--- config.mk ---
export PLATFORM = sky130hd
export DESIGN_NAME = ces_ctrl
export DESIGN_NICKNAME = d
export VERILOG_FILES = /design/src/hw/ces_fault.v /design/src/hw/ces_ctrl.v
export VERILOG_INCLUDE_DIRS = /design/src /design/src/inc
export SDC_FILE = /design/constraint.sdc
export NUM_CORES = 1
export LEC_CHECK = 0
export ABC_AREA = 1
export BUFFER_PORTS_ARGS = -buffer_cell sky130_fd_sc_hd__buf_4
export CAP_MARGIN = 20
export CORE_ASPECT_RATIO = 0.9
export CORE_MARGIN = 2
export CORE_UTILIZATION = 60
export CTS_CLUSTER_DIAMETER = 100
export CTS_CLUSTER_SIZE = 40
export DETAILED_ROUTE_END_ITERATION = 12
export PLACE_DENSITY = 0.79
export SYNTH_ARGS = -nofsm -noshare
export SYNTH_HDL_FRONTEND = slang
export SYNTH_SLANG_ARGS = --single-unit
export TNS_END_PERCENT = 100
--- constraint.sdc ---
create_clock -name sys_clk -period 2.1 [get_ports sys_clk]
set_input_delay 0 -clock sys_clk [delete_from_list [all_inputs] [get_ports sys_clk]]
set_output_delay 0 -clock sys_clk [all_outputs]
set_load 0.02 [all_outputs]
--- src/inc/ces_regs.vh ---
// Register offsets, field positions and timing constants of the CAN error block
`ifndef CES_REGS_VH
`define CES_REGS_VH

// Register byte offsets
`define CES_OFF_CTRL     8'h00
`define CES_OFF_STATUS   8'h04
`define CES_OFF_INT_STAT 8'h08
`define CES_OFF_INT_EN   8'h0c
`define CES_OFF_MB_IE    8'h10
`define CES_OFF_TSTAMP   8'h14
`define CES_OFF_MB_BASE  8'h40

// Control register fields
`define CES_CTRL_ILB     0
`define CES_CTRL_ELB     1
`define CES_CTRL_LSN     2
`define CES_CTRL_TXREQ   3

// Interrupt status fields
`define CES_INT_ERR      0
`define CES_INT_PAS      1
`define CES_INT_BOFF     2
`define CES_INT_MB_LSB   8

// Mailbox word selects
`define CES_MB_CFG       2'h0
`define CES_MB_DATA      2'h1
`define CES_MB_TS        2'h2

// Bus states
`define CES_ST_ACTIVE    2'h0
`define CES_ST_PASSIVE   2'h1
`define CES_ST_BUSOFF    2'h2

// Fault confinement figures
`define CES_TEC_INC      9'h008
`define CES_REC_INC      8'h01
`define CES_PASSIVE_LIM  9'h07f
`define CES_BUSOFF_LIM   9'h0ff
`define CES_RUN_LEN      4'hb
`define CES_OCC_NUM      8'h80

// Timing: bit time and clock period in ns, cycles per bit rounded down
`define CES_BIT_NS       2000
`define CES_CLK_NS       100
`define CES_BIT_DIV      (`CES_BIT_NS / `CES_CLK_NS)

`endif

--- src/hw/ces_fault.v ---
// Fault confinement: error counters, bus state and bus-off recovery
`include "ces_regs.vh"

module ces_fault (
  input  wire       sys_clk,
  input  wire       reset_n,
  input  wire       bit_tick,
  input  wire       rx_bit,
  input  wire       tx_err,
  input  wire       rx_err,
  input  wire       tx_ok,
  input  wire       rx_ok,
  output reg  [1:0] state_reg,
  output reg  [8:0] tec_reg,
  output reg  [7:0] rec_reg,
  output reg        ev_pas_reg,
  output reg        ev_boff_reg
);

  reg  [1:0] state_next;   // Next bus state
  reg  [8:0] tec_next;     // Next transmit error count
  reg  [7:0] rec_next;     // Next receive error count
  reg  [3:0] run_reg;      // Consecutive recessive bits seen
  reg  [3:0] run_next;
  reg  [7:0] occ_reg;      // Completed recessive runs in bus off
  reg  [7:0] occ_next;

  ////////////////////////////////////////////////////////////////////////
  // Next-state logic
  always @*
  begin
    state_next = state_reg;
    tec_next   = tec_reg;
    rec_next   = rec_reg;
    run_next   = run_reg;
    occ_next   = occ_reg;
    case (state_reg)
      `CES_ST_BUSOFF:
      begin
        // Errors and frames ignored; only recessive runs count
        if (bit_tick)
        begin
          if (!rx_bit)
            run_next = 4'h0;
          else if (run_reg == `CES_RUN_LEN - 4'h1)
          begin
            run_next = 4'h0;
            if (occ_reg == `CES_OCC_NUM - 8'h01)
            begin
              // Self recovery to error active
              state_next = `CES_ST_ACTIVE;
              tec_next   = 9'h000;
              rec_next   = 8'h00;
              occ_next   = 8'h00;
            end
            else
              occ_next = occ_reg + 8'h01;
          end
          else
            run_next = run_reg + 4'h1;
        end
      end
      default:
      begin
        // Transmit counter: up on error, down on success
        if (tx_err)
          tec_next = tec_reg + `CES_TEC_INC;
        else if (tx_ok && tec_reg != 9'h000)
          tec_next = tec_reg - 9'h001;
        // Receive counter saturates at its top
        if (rx_err)
          rec_next = (rec_reg == 8'hff) ? rec_reg : rec_reg + `CES_REC_INC;
        else if (rx_ok && rec_reg != 8'h00)
          rec_next = rec_reg - 8'h01;
        // State from the new counts
        if (tec_next > `CES_BUSOFF_LIM)
        begin
          state_next = `CES_ST_BUSOFF;
          run_next   = 4'h0;
          occ_next   = 8'h00;
        end
        else if (tec_next > `CES_PASSIVE_LIM ||
                 {1'b0, rec_next} > `CES_PASSIVE_LIM)
          state_next = `CES_ST_PASSIVE;
        else
          state_next = `CES_ST_ACTIVE;
      end
    endcase
  end

  ////////////////////////////////////////////////////////////////////////
  // State registers and entry pulses
  always @(posedge sys_clk or negedge reset_n)
  begin
    if (!reset_n)
    begin
      state_reg   <= `CES_ST_ACTIVE;
      tec_reg     <= 9'h000;
      rec_reg     <= 8'h00;
      run_reg     <= 4'h0;
      occ_reg     <= 8'h00;
      ev_pas_reg  <= 1'b0;
      ev_boff_reg <= 1'b0;
    end
    else
    begin
      state_reg   <= state_next;
      tec_reg     <= tec_next;
      rec_reg     <= rec_next;
      run_reg     <= run_next;
      occ_reg     <= occ_next;
      ev_pas_reg  <= (state_reg == `CES_ST_ACTIVE) &&
                     (state_next == `CES_ST_PASSIVE);
      ev_boff_reg <= (state_reg != `CES_ST_BUSOFF) &&
                     (state_next == `CES_ST_BUSOFF);
    end
  end

endmodule

--- src/hw/ces_ctrl.v ---
// CAN error state, test modes, receive mailboxes and register port
//
// How it works
// Bus off recovers after 128 eleven-recessive runs
// Separate enables: error, passive entry, bus off
// Every detected error raises error interrupt
// Internal loopback runs busless, acknowledges itself
// Own frames stored only in loopback modes
// External loopback drives bus, self-acknowledges
// External loopback receives own frames back
// Listen-only never drives dominant level
// Host requests no transmission in listen-only
// Reception copies timestamp into receiving mailbox
// Bus state bits are read-only
// Mailbox interrupt needs enable and mask pass
// Host stops in bus off, reinitializes after
// Error counters count errors and successes
// Passive above threshold, no active flags
// Bus off above 255, no traffic
// Listen-only still stores good frames
`include "ces_regs.vh"

module ces_ctrl #(
  parameter MB_NUM  = 4,
  parameter BIT_DIV = `CES_BIT_DIV
) (
  input  wire        sys_clk,
  input  wire        reset_n,
  input  wire [7:0]  reg_addr,
  input  wire [31:0] reg_wdata,
  input  wire        reg_wr,
  input  wire        reg_rd,
  output reg  [31:0] reg_rdata_reg,
  input  wire        can_rx,
  output reg         can_tx_reg,
  input  wire        eng_tx_bit,
  input  wire        eng_tx_active,
  input  wire        eng_ack_slot,
  input  wire        eng_err_flag,
  input  wire        eng_tx_err,
  input  wire        eng_rx_err,
  input  wire        eng_tx_ok,
  input  wire        eng_rx_ok,
  input  wire        eng_rx_own,
  input  wire [10:0] eng_rx_id,
  input  wire [31:0] eng_rx_data,
  output reg         eng_rx_bit_reg,
  output reg         eng_tx_start_reg,
  output reg         eng_bus_on_reg,
  output reg         irq_reg
);

  ////////////////////////////////////////////////////////////////////////
  // Declarations
  reg  [2:0]  mode_reg;        // Loopback and listen-only selects
  reg  [15:0] int_stat_reg;    // Sticky event bits
  reg  [15:0] int_stat_next;
  reg  [15:0] int_set;         // Events of this cycle
  reg  [15:0] int_en_reg;      // Interrupt mask, 1 lets a bit pass
  reg  [7:0]  mb_ie_reg;       // Per-mailbox interrupt enables
  reg  [15:0] ts_reg;          // Timestamp counter
  reg  [15:0] div_cnt_reg;     // Bit time divider
  reg         bit_tick_reg;    // One pulse per bit time
  reg         rx_meta_reg;     // Pin synchroniser, first stage
  reg         rx_sync_reg;     // Pin synchroniser, second stage
  reg  [31:0] rd_next;         // Read data for next cycle
  wire [1:0]  bus_state;       // Error active, passive or bus off
  wire [8:0]  tec;             // Transmit error count
  wire [7:0]  rec;             // Receive error count
  wire        ev_pas;          // Entry into error passive
  wire        ev_boff;         // Entry into bus off
  wire [12*MB_NUM-1:0] cfg_flat;  // Mailbox configs packed
  wire [32*MB_NUM-1:0] data_flat; // Mailbox data packed
  wire [16*MB_NUM-1:0] ts_flat;   // Mailbox stamps packed
  wire [MB_NUM-1:0]    mb_set;    // Mailbox receive events

  ////////////////////////////////////////////////////////////////////////
  // Mode and state decoding
  wire ilb     = mode_reg[`CES_CTRL_ILB];
  wire elb     = mode_reg[`CES_CTRL_ELB];
  wire lsn     = mode_reg[`CES_CTRL_LSN];
  wire loop    = ilb | elb;
  wire boff    = (bus_state == `CES_ST_BUSOFF);
  wire active  = (bus_state == `CES_ST_ACTIVE);
  wire mb_sel  = mb_hit(reg_addr);
  wire [3:0] mb_idx = mb_index(reg_addr);

  // True when the address falls inside the mailbox window
  function mb_hit;
    input [7:0] addr;
    begin
      mb_hit = (addr >= `CES_OFF_MB_BASE) &&
               ({4'h0, mb_index(addr)} < MB_NUM[7:0]);
    end
  endfunction

  // Mailbox number from an address
  function [3:0] mb_index;
    input [7:0] addr;
    reg   [7:0] rel;
    begin
      // Offset into the window first, then one mailbox per 16 bytes
      rel      = addr - `CES_OFF_MB_BASE;
      mb_index = rel[7:4];
    end
  endfunction

  ////////////////////////////////////////////////////////////////////////
  // Bit tick divider and pin synchroniser
  always @(posedge sys_clk or negedge reset_n)
  begin
    if (!reset_n)
    begin
      div_cnt_reg  <= 16'h0000;
      bit_tick_reg <= 1'b0;
      rx_meta_reg  <= 1'b1;
      rx_sync_reg  <= 1'b1;
    end
    else
    begin
      rx_meta_reg <= can_rx;
      rx_sync_reg <= rx_meta_reg;
      // Wrap after one bit time and pulse the tick
      if (div_cnt_reg == BIT_DIV[15:0] - 16'h0001)
      begin
        div_cnt_reg  <= 16'h0000;
        bit_tick_reg <= 1'b1;
      end
      else
      begin
        div_cnt_reg  <= div_cnt_reg + 16'h0001;
        bit_tick_reg <= 1'b0;
      end
    end
  end

  ////////////////////////////////////////////////////////////////////////
  // Fault confinement
  ces_fault u_fault (
    .sys_clk     (sys_clk),
    .reset_n     (reset_n),
    .bit_tick    (bit_tick_reg),
    .rx_bit      (eng_rx_bit_reg),
    .tx_err      (eng_tx_err),
    .rx_err      (eng_rx_err),
    .tx_ok       (eng_tx_ok),
    .rx_ok       (eng_rx_ok),
    .state_reg   (bus_state),
    .tec_reg     (tec),
    .rec_reg     (rec),
    .ev_pas_reg  (ev_pas),
    .ev_boff_reg (ev_boff)
  );

  ////////////////////////////////////////////////////////////////////////
  // Bus drive: acknowledge and error flag gating
  // Own-frame ack only in loopback; other frames acked unless listening
  wire ack_drv  = eng_ack_slot & ~lsn &
                  (eng_tx_active ? loop : 1'b1);
  // Active flags only while error active and not listening
  wire flag_drv = eng_err_flag & ~lsn & active;
  // Level this node would put on the bus
  wire own_bit  = (boff | lsn) ? 1'b1 :
                  (eng_tx_bit & ~ack_drv & ~flag_drv);

  ////////////////////////////////////////////////////////////////////////
  // Pin and engine outputs
  always @(posedge sys_clk or negedge reset_n)
  begin
    if (!reset_n)
    begin
      can_tx_reg     <= 1'b1;
      eng_rx_bit_reg <= 1'b1;
      eng_bus_on_reg <= 1'b0;
    end
    else
    begin
      // Internal loopback keeps the pin recessive
      can_tx_reg     <= ilb ? 1'b1 : own_bit;
      // Internal loopback feeds own bits back; external reads the bus
      if (ilb)
        eng_rx_bit_reg <= own_bit;
      else
        eng_rx_bit_reg <= rx_sync_reg & ~(elb & ack_drv);
      eng_bus_on_reg <= ~boff;
    end
  end

  ////////////////////////////////////////////////////////////////////////
  // Frame delivery into mailboxes
  // Own frames only in loopback, nothing in bus off, listen-only kept
  wire rx_store = eng_rx_ok & ~boff &
                  (~eng_rx_own | loop);

  genvar g;
  generate
    for (g = 0; g < MB_NUM; g = g + 1)
    begin : mb
      reg  [11:0] cfg_reg;   // Bit 11 receive enable, low bits identifier
      reg  [31:0] data_reg;  // Received data
      reg  [15:0] stamp_reg; // Stamp of last reception
      wire hit = rx_store & cfg_reg[11] &
                 (cfg_reg[10:0] == eng_rx_id);
      wire cfg_wr = reg_wr & mb_sel & (mb_idx == g) &
                    (reg_addr[3:2] == `CES_MB_CFG);

      // Mailbox storage
      always @(posedge sys_clk or negedge reset_n)
      begin
        if (!reset_n)
        begin
          cfg_reg  <= 12'h000;
          data_reg <= 32'h00000000;
          stamp_reg <= 16'h0000;
        end
        else
        begin
          if (cfg_wr)
            cfg_reg <= reg_wdata[11:0];
          if (hit)
          begin
            data_reg <= eng_rx_data;
            stamp_reg <= ts_reg;
          end
        end
      end

      assign cfg_flat[12*g +: 12]  = cfg_reg;
      assign data_flat[32*g +: 32] = data_reg;
      assign ts_flat[16*g +: 16]   = stamp_reg;
      assign mb_set[g]             = hit;
    end
  endgenerate

  ////////////////////////////////////////////////////////////////////////
  // Interrupt events and sticky status
  always @*
  begin : int_calc
    integer i;
    i       = 0;
    int_set = 16'h0000;
    int_set[`CES_INT_ERR]  = eng_tx_err | eng_rx_err;
    int_set[`CES_INT_PAS]  = ev_pas;
    int_set[`CES_INT_BOFF] = ev_boff;
    for (i = 0; i < MB_NUM; i = i + 1)
      int_set[`CES_INT_MB_LSB + i] = mb_set[i];
    // Write one clears; a new event wins over the clear
    int_stat_next = int_stat_reg;
    if (reg_wr && reg_addr == `CES_OFF_INT_STAT)
      int_stat_next = int_stat_reg & ~reg_wdata[15:0];
    int_stat_next = int_stat_next | int_set;
  end

  ////////////////////////////////////////////////////////////////////////
  // Software registers, timestamp and interrupt line
  always @(posedge sys_clk or negedge reset_n)
  begin
    if (!reset_n)
    begin
      mode_reg         <= 3'h0;
      int_stat_reg     <= 16'h0000;
      int_en_reg       <= 16'h0000;
      mb_ie_reg        <= 8'h00;
      ts_reg           <= 16'h0000;
      eng_tx_start_reg <= 1'b0;
      irq_reg          <= 1'b0;
    end
    else
    begin
      int_stat_reg <= int_stat_next;
      // Timestamp advances once per bit time
      if (bit_tick_reg)
        ts_reg <= ts_reg + 16'h0001;
      // Control: modes and transmit request
      eng_tx_start_reg <= 1'b0;
      if (reg_wr && reg_addr == `CES_OFF_CTRL)
      begin
        mode_reg <= reg_wdata[2:0];
        // Requests dropped while listening or bus off
        eng_tx_start_reg <= reg_wdata[`CES_CTRL_TXREQ] &
                            ~lsn & ~boff;
      end
      if (reg_wr && reg_addr == `CES_OFF_INT_EN)
        int_en_reg <= reg_wdata[15:0];
      if (reg_wr && reg_addr == `CES_OFF_MB_IE)
        mb_ie_reg <= reg_wdata[7:0];
      // Mailbox bits pass only with their enable and mask set
      irq_reg <= |(int_stat_reg & int_en_reg &
                   {mb_ie_reg, 8'hff});
    end
  end

  ////////////////////////////////////////////////////////////////////////
  // Read multiplexer; status has no write path
  always @*
  begin
    rd_next = 32'h00000000;
    if (mb_sel)
    begin
      case (reg_addr[3:2])
        `CES_MB_CFG:  rd_next = {20'h00000, cfg_flat[12*mb_idx +: 12]};
        `CES_MB_DATA: rd_next = data_flat[32*mb_idx +: 32];
        `CES_MB_TS:   rd_next = {16'h0000, ts_flat[16*mb_idx +: 16]};
        default:      rd_next = 32'h00000000;
      endcase
    end
    else
    begin
      case (reg_addr)
        `CES_OFF_CTRL:     rd_next = {29'h00000000, mode_reg};
        `CES_OFF_STATUS:   rd_next = {7'h00, tec, rec, 6'h00,
                                      bus_state};
        `CES_OFF_INT_STAT: rd_next = {16'h0000, int_stat_reg};
        `CES_OFF_INT_EN:   rd_next = {16'h0000, int_en_reg};
        `CES_OFF_MB_IE:    rd_next = {24'h000000, mb_ie_reg};
        `CES_OFF_TSTAMP:   rd_next = {16'h0000, ts_reg};
        default:           rd_next = 32'h00000000;
      endcase
    end
  end

  // Read data register, valid the cycle after the strobe
  always @(posedge sys_clk or negedge reset_n)
  begin
    if (!reset_n)
      reg_rdata_reg <= 32'h00000000;
    else if (reg_rd)
      reg_rdata_reg <= rd_next;
    else
      reg_rdata_reg <= 32'h00000000;
  end

endmodule

==> results of run 1 <==
==> power by group <==
group | internal [mW] | switching, mW | total, mW
Combinational | 0.489 | 0.802 | 1.29
Sequential | 7.66 | 0.153 | 7.81
Clock | 1.52 | 2.39 | 3.91
==> logic make-up (layout without fill, tap and decap cells) <==
| family | count (synthesis) | after routing |
|---|---|---|
| AOI/OAI and AO/OA | 465 | 465 |
| xor gates and xnor gates | 56 | 56 |
| adders and majority gates | 15 | 15 |
| buffers and inverters | 301 | 454 |
| DFF | 388 | 388 |
| muxes | 2 | 2 |
| other | 0 | 2 |
| and+or+nand+nor | 1028 | 1028 |
==> critical path: cells and delay by family (launching register included) <==
| kind | cells | cell delay (ns) |
|---|---|---|
| compound gates | 1 | 0.07 |
| buf+inv | 2 | 0.29 |
| flops | 1 | 0.42 |
| simple gates | 5 | 0.91 |
==> layout make-up <==
class                           count  area [um^2]
Clock inverter                      4        86.33
Fill cell                        2525         9649
Timing Repair Buffer              225         2022
Clock buffer                       18        386.6
Tap cell                          409        511.7
Antenna cell                        2        5.005
Multi-Input combinational cell   1566         7604
Sequential cell                   388         9714
Inverter                          207        779.5
==> how the worst max path moves through the flow <==
stage,to,cells after the start
after detailed placement,mb[3].stamp_reg[11],8
final,mb[3].data_reg[20],8
after global routing,u_fault.ev_pas_reg,13
after global placement,mb[3].stamp_reg[1],8
after CTS,mb[3].stamp_reg[11],8
after floorplan,u_fault.rec_reg[7],8
==> cells in the final DEF, fill, tap and decap left out, types with 59 or more instances in the layout <==
cell type / netlist / routed
inv_1: 190 / 190
o21ai_0: 272 / 272
nand3_1: 85 / 85
nand4_1: 59 / 59
dlygate4sd3_1: 0 / 65
nor2_1: 76 / 75
buf_4: 16 / 146
nand2_1: 748 / 746
o21ai_1: 81 / 81
dfrtp_1: 384 / 384
==> what timing repair did <==
item	in CTS	in global routing
setup endpoints to repair	0	1
hold buffers	66	0
resized for setup	0	1
endpoints found under the hold margin	636	0
==> routing by layer <==
layer | vias to the layer above | part of all wire, %
met5 | - | 0
met4 | 0 | 3.1
met3 | 110 | 7.5
met2 | 644 | 47
met1 | 7735 | 42
li1 | 7610 | -
==> metrics by stage <==
step | utilization (%) | instances | cell area (um^2) | setup WS [ns] | hold slack (ns)
global route | 68.61 | 2817 | 21100 | 0.02389 | 0.05988
floorplan | - | 2255 | 18650 | 0.4941 | -0.2956
detailed placement | 64.89 | 2729 | 19960 | 0.2429 | -0.02906
CTS | 68.60 | 2817 | 21100 | 0.2203 | 0.009037
global placement | 64.89 | 2729 | 19960 | 0.3094 | -0.03245
finish | 68.63 | 2819 | 21110 | 0.1625 | 0.01653
==> run_results.csv, run 1 <==
group,metric,value,unit
logic_synthesis,synth_edf_count,0,
clock_network,cts_max_level,1,
logic_synthesis,synthMuxAreaShare,0.1610,%
setup_path,path_cells,"inv_2 > nand3_1 > nand3_2 > nor4_2 > nand3_4 > buf_12 > nand2_1 > o21ai_1",
logic_synthesis,syn_area,0.01865,mm^2
setup_path,rr_endpoint,"mb[3].data_reg[20]",
die,die_w,189.9,um
clock_network,clock-sinks,388,
logic_synthesis,ys_warn_count,0,
setup_path,worstSetupPathType,"reg2reg",
final_layout,drive_gt1_share,10.01,%
clock_network,cts_tree,"built",
die,ioPinCount,134,
logic_synthesis,yosys.area_share.simple,23.50,%
detailed_routing,vias,16100,
logic_synthesis,synth-compound-area-share,13.36,%
placed_design,routabilityCongestion,0.9538,
detailed_routing,drtAntennaViolNets,0,
die,initial_core_util,60.64,%
clock_network,insertion_delay,0.56,ns
setup_path,critPathArrivalTime,2.35,ns
setup_path,r2r_start,"mode_reg[0]",
setup_path,start_kind,"flip-flop",
placed_design,io_buffers,117,
die,die_y,171.3,um
logic_synthesis,synthAdderAreaFrac,1.006,%
logic_synthesis,yosysMostFrequentCell,"nand2_1",
logic_synthesis,ys_seq_area_share,52.08,%
clock_network,cts_root_buffer,"clkbuf_16",
global_route,antenna_found_initial,2,
logic_synthesis,postSynthAreaPerCell,8.272,um^2
setup_path,end_kind,"flip-flop",
sta,tns,0,ns
flow_run,drv_cap,0,
clock_network,cts_setup_buffers,0,
setup_path,max_stage_delay,0.42,ns
global_route,grt_pass1_vias,15500,
sta,clock_skew,0.03672,ns
logic_synthesis,synth-xor-area-share,2.629,%
run_status,status,"finished, final reports clean",
sta,worstMarginPinSlew,0.5270,ns
detailed_routing,drtIter0Drc,1563,
final_layout,syn_to_final_growth,13.17,%
hold_path,whs_path_depth,6,
logic_synthesis,yosysTopAreaCell,"dfrtp_1",
logic_synthesis,ys_types,52,
logic_synthesis,ys_ff_latch,388,
sta,rsz0062_at_grt,"no",
sta,final_max_slew_viol_count,0,
hold_path,holdPathEnd,"eng_tx_start_reg",
global_route,grtUsageMet2,51.24,%
die,fp-row-count,61,
detailed_routing,routed_wl,50240,um
placed_design,dp_hpwl,34480,um
setup_path,critPathSlowestCell,"dfrtp_1",
die,dieArea,0.03252,mm^2
logic_synthesis,synth_top_family_by_area,"simple AND/OR/NAND/NOR gates",
clock_network,clk_pin_slew_worst_paths,0.13,ns
sta,setup_viol,0,
setup_path,required,2.52,ns
power,p_per_area,616.4,mW/mm^2
sta,hold_viol_final,0,
detailed_routing,routed_via_density,5.711,
logic_synthesis,netlist_top_cells_area,"dfrtp_1, nand2_1, o21ai_0",
final_layout,largest_reg_flops,128,
global_route,globalRouteOverflowTotal,0,
logic_synthesis,ys_top_cells_by_count,"nand2_1, dfrtp_1, o21ai_0, inv_1, nand3_1",
power,cellLeakagePower,10.23,nW
sta,finalCritPeriodShare,92.26,%
logic_synthesis,syn_nets,2367,
global_route,grt_first_pass_wirelength,81260,um
power,vdd_drop_max,546.1,uV
hold_path,min_path_type,"in2reg",
detailed_routing,wl_per_cell,17.82,um
sta,clock.fmax,0.5161,GHz
detailed_routing,firstDrtPassIters,6,
global_route,grt_busiest_layer,"met2",
clock_network,cts_buffers,14,
setup_path,crit_start,"mode_reg[0]",
sta,min_period,1.937,ns
sta,slew_headroom,64.78,%
setup_path,r2r_cells,8,
setup_path,path_max_fanout,97,
logic_synthesis,synthCells,2255,
hold_path,worstHoldStart,"reg_addr[0]",
die,core_area,0.03076,mm^2
global_route,grt_max_degree,98,
global_route,grtUsageMet1,43.41,%
global_route,grt.met3_usage,4.917,%
logic_synthesis,yosys.area.top_type_share,51.52,%
final_layout,num-nets-final,2514,
setup_path,r2r_slack,0.16,ns
global_route,grtUsageTotal,31.38,%
detailed_routing,drc,0,
power,p_total,13.01,mW
clock_network,cts.path.max_buffers,3,
logic_synthesis,ys.flop_type,"dfrtp_1",
logic_synthesis,ys_async_sr_fraction,100.0,%
No activity file was read; power rests on OpenSTA's default activity.
==> inputs of run 2 (changes only) <==
CAP_MARGIN = default   (was 20)
MAX_ROUTING_LAYER = met4   (was default)
==> run_results.csv, run 2 (same netlist as run 1, synthesis figures left out) <==
group,metric,value,unit
clock_network,cts_max_level,1,
sta,finalCritPeriodShare,94.04,%
sta,fin_hold_ws,-0.007547,ns
sta,clock_skew,0.02639,ns
final_layout,largest_reg_flops,128,
global_route,grtUsageTotal,32.70,%
placed_design,io_buffers,117,
detailed_routing,vias,16150,
final_layout,seq_area,0.009716,mm^2
power,p_int,9.529,mW
clock_network,cts_setup_buffers,0,
setup_path,path_max_fanout,97,
setup_path,critPathArrivalTime,2.38,ns
power,combPwrFrac,10.0,%
sta,setup_viol,0,
setup_path,end_kind,"flip-flop",
run_status,violations,"hold timing",
die,initial_core_util,60.64,%
setup_path,max_stage_delay,0.47,ns
power,p_switching,3.347,mW
power,vdd_drop_max,657.0,uV
power,cellLeakagePower,10.23,nW
global_route,grt_pass1_vias,15520,
setup_path,required,2.50,ns
global_route,grt_max_degree,98,
hold_path,min_path_type,"in2async",
placed_design,dp_cells,2732,
setup_path,start_kind,"flip-flop",
detailed_routing,routed_wl,50570,um
global_route,grt_first_pass_wirelength,81720,um
die,core_area,0.03076,mm^2
detailed_routing,wl_per_cell,17.96,um
final_layout,num-nets-final,2512,
global_route,grt_busiest_layer,"met2",
sta,final_max_slew_viol_count,0,
power,p_total,12.88,mW
sta,tns,0,ns
placed_design,routabilityCongestion,0.9603,
clock_network,cts_root_buffer,"clkbuf_16",
sta,slew_headroom,60.70,%
global_route,grtUsageMet2,52.13,%
die,dieArea,0.03252,mm^2
run_status,status,"complete, but fails checks",
global_route,antenna_found_initial,2,
power,netSwitchingFraction,26.00,%
global_route,globalRouteOverflowTotal,0,
sta,worstMarginPinSlew,0.5896,ns
detailed_routing,drtAntennaViolNets,0,
clock_network,cts_buffers,14,
setup_path,r2r_slack,0.13,ns
clock_network,clock-sinks,388,
die,ioPinCount,134,
setup_path,path_cells,"inv_2 > nand3_1 > nand3_2 > nor4_2 > nand3_4 > buf_12 > nand2_1 > o21ai_0",
die,die_w,189.9,um
clock_network,cts.path.max_buffers,3,
power,p_per_area,610.7,mW/mm^2
power,p_seq_share,60.7,%
setup_path,critPathSlowestCell,"dfrtp_1",
die,die_y,171.3,um
final_layout,final_cell_mix,"nand2_1, dfrtp_1, o21ai_0",
power,clkPwrFrac,29.3,%
detailed_routing,firstDrtPassIters,6,
global_route,grt.met3_usage,4.468,%
final_layout,layout_commonest_cell,"nand2_1",
setup_path,worstSetupPathType,"reg2reg",
final_layout,fillers,2519,
detailed_routing,drtIter0Drc,1543,
sta,clock.fmax,0.5063,GHz
global_route,grtUsageMet1,44.25,%
sta,rsz0062_at_grt,"no",
clock_network,cts_tree,"built",
clock_network,insertion_delay,0.55,ns
sta,min_period,1.975,ns
die,fp-row-count,61,
clock_network,clk_pin_slew_worst_paths,0.14,ns
detailed_routing,drc,0,
placed_design,dp_hpwl,35330,um
flow_run,drv_cap,0,
sta,hold_viol_final,3,
final_layout,syn_to_final_growth,13.03,%
final_layout,multi_input_comb_area,0.007606,mm^2
detailed_routing,routed_via_density,5.734,
final_layout,layoutNonFillerInstCount,2816,
final_layout,drive_gt1_share,10.23,%
## run 2: per-stage QoR
stage	cell area [um^2]	worst slack (ns)	hold slack, ns	util, %
after global placement	20020	0.2602	0.01183	65.08
after global routing	21080	0.01479	0.03610	68.54
after CTS	21070	0.1631	0.007317	68.51
after floorplan	18650	0.4941	-0.2956	-
after detailed placement	20020	0.1674	0.008016	65.08
final	21080	0.1251	-0.007547	68.54
## run 2: worst paths after layout
path / start / to / cells after the start
max: mode_reg[0] / mb[3].stamp_reg[9] / 8
min reg2reg: rx_meta_reg / rx_sync_reg / 0
max reg2reg: mode_reg[0] / mb[3].stamp_reg[9] / 8
min in group sys_clk: reg_addr[0] / eng_tx_start_reg / 6
max in group asynchronous: reset_n / mb[2].data_reg[16] / 3
min: reset_n / mb[2].data_reg[29] / 2
## run 2: timing repair
item                                    4_1_cts  5_1_grt
hold endpoints to repair                    632        0
endpoints found under the setup margin        0        6
hold buffers                                 61        0
gates resized for setup                       0        3
## run 2: power groups by stage
stage / registers, mW / clock network [mW] / logic (mW)
after detailed placement: 7.95 / 0 / 1.19
final: 7.81 / 3.78 / 1.29
after global placement: 7.94 / 0 / 1.17
after floorplan: 7.93 / 0 / 0.567
after CTS: 7.80 / 3.83 / 1.29
after global routing: 7.83 / 4.06 / 1.42
## run 2: metal layers
metal / vias to the layer above / part of all wire (%)
met1: 7761 / 42
met2: 662 / 47
met4: 0 / 2.8
met3: 106 / 7.6
li1: 7618 / -
met5: - / 0
## run 2: final cells by class
type / count / area share (%)
sequential: 388 / 46.08
tap: 409 / 2.427
clock inverter: 5 / 0.3027
antenna: 2 / 0.02374
inverter: 207 / 3.697
multi-input combinational: 1566 / 36.08
clock buffer: 16 / 1.798
timing repair buffer: 223 / 9.591
## run 2: critical path, delay by kind of cell, from the launching register on
family | cells | cell delay [ns]
AO/OA/AOI/OAI | 1 | 0.08
flip-flops | 1 | 0.47
AND/OR/NAND/NOR | 5 | 0.90
buffers and inverters | 2 | 0.30
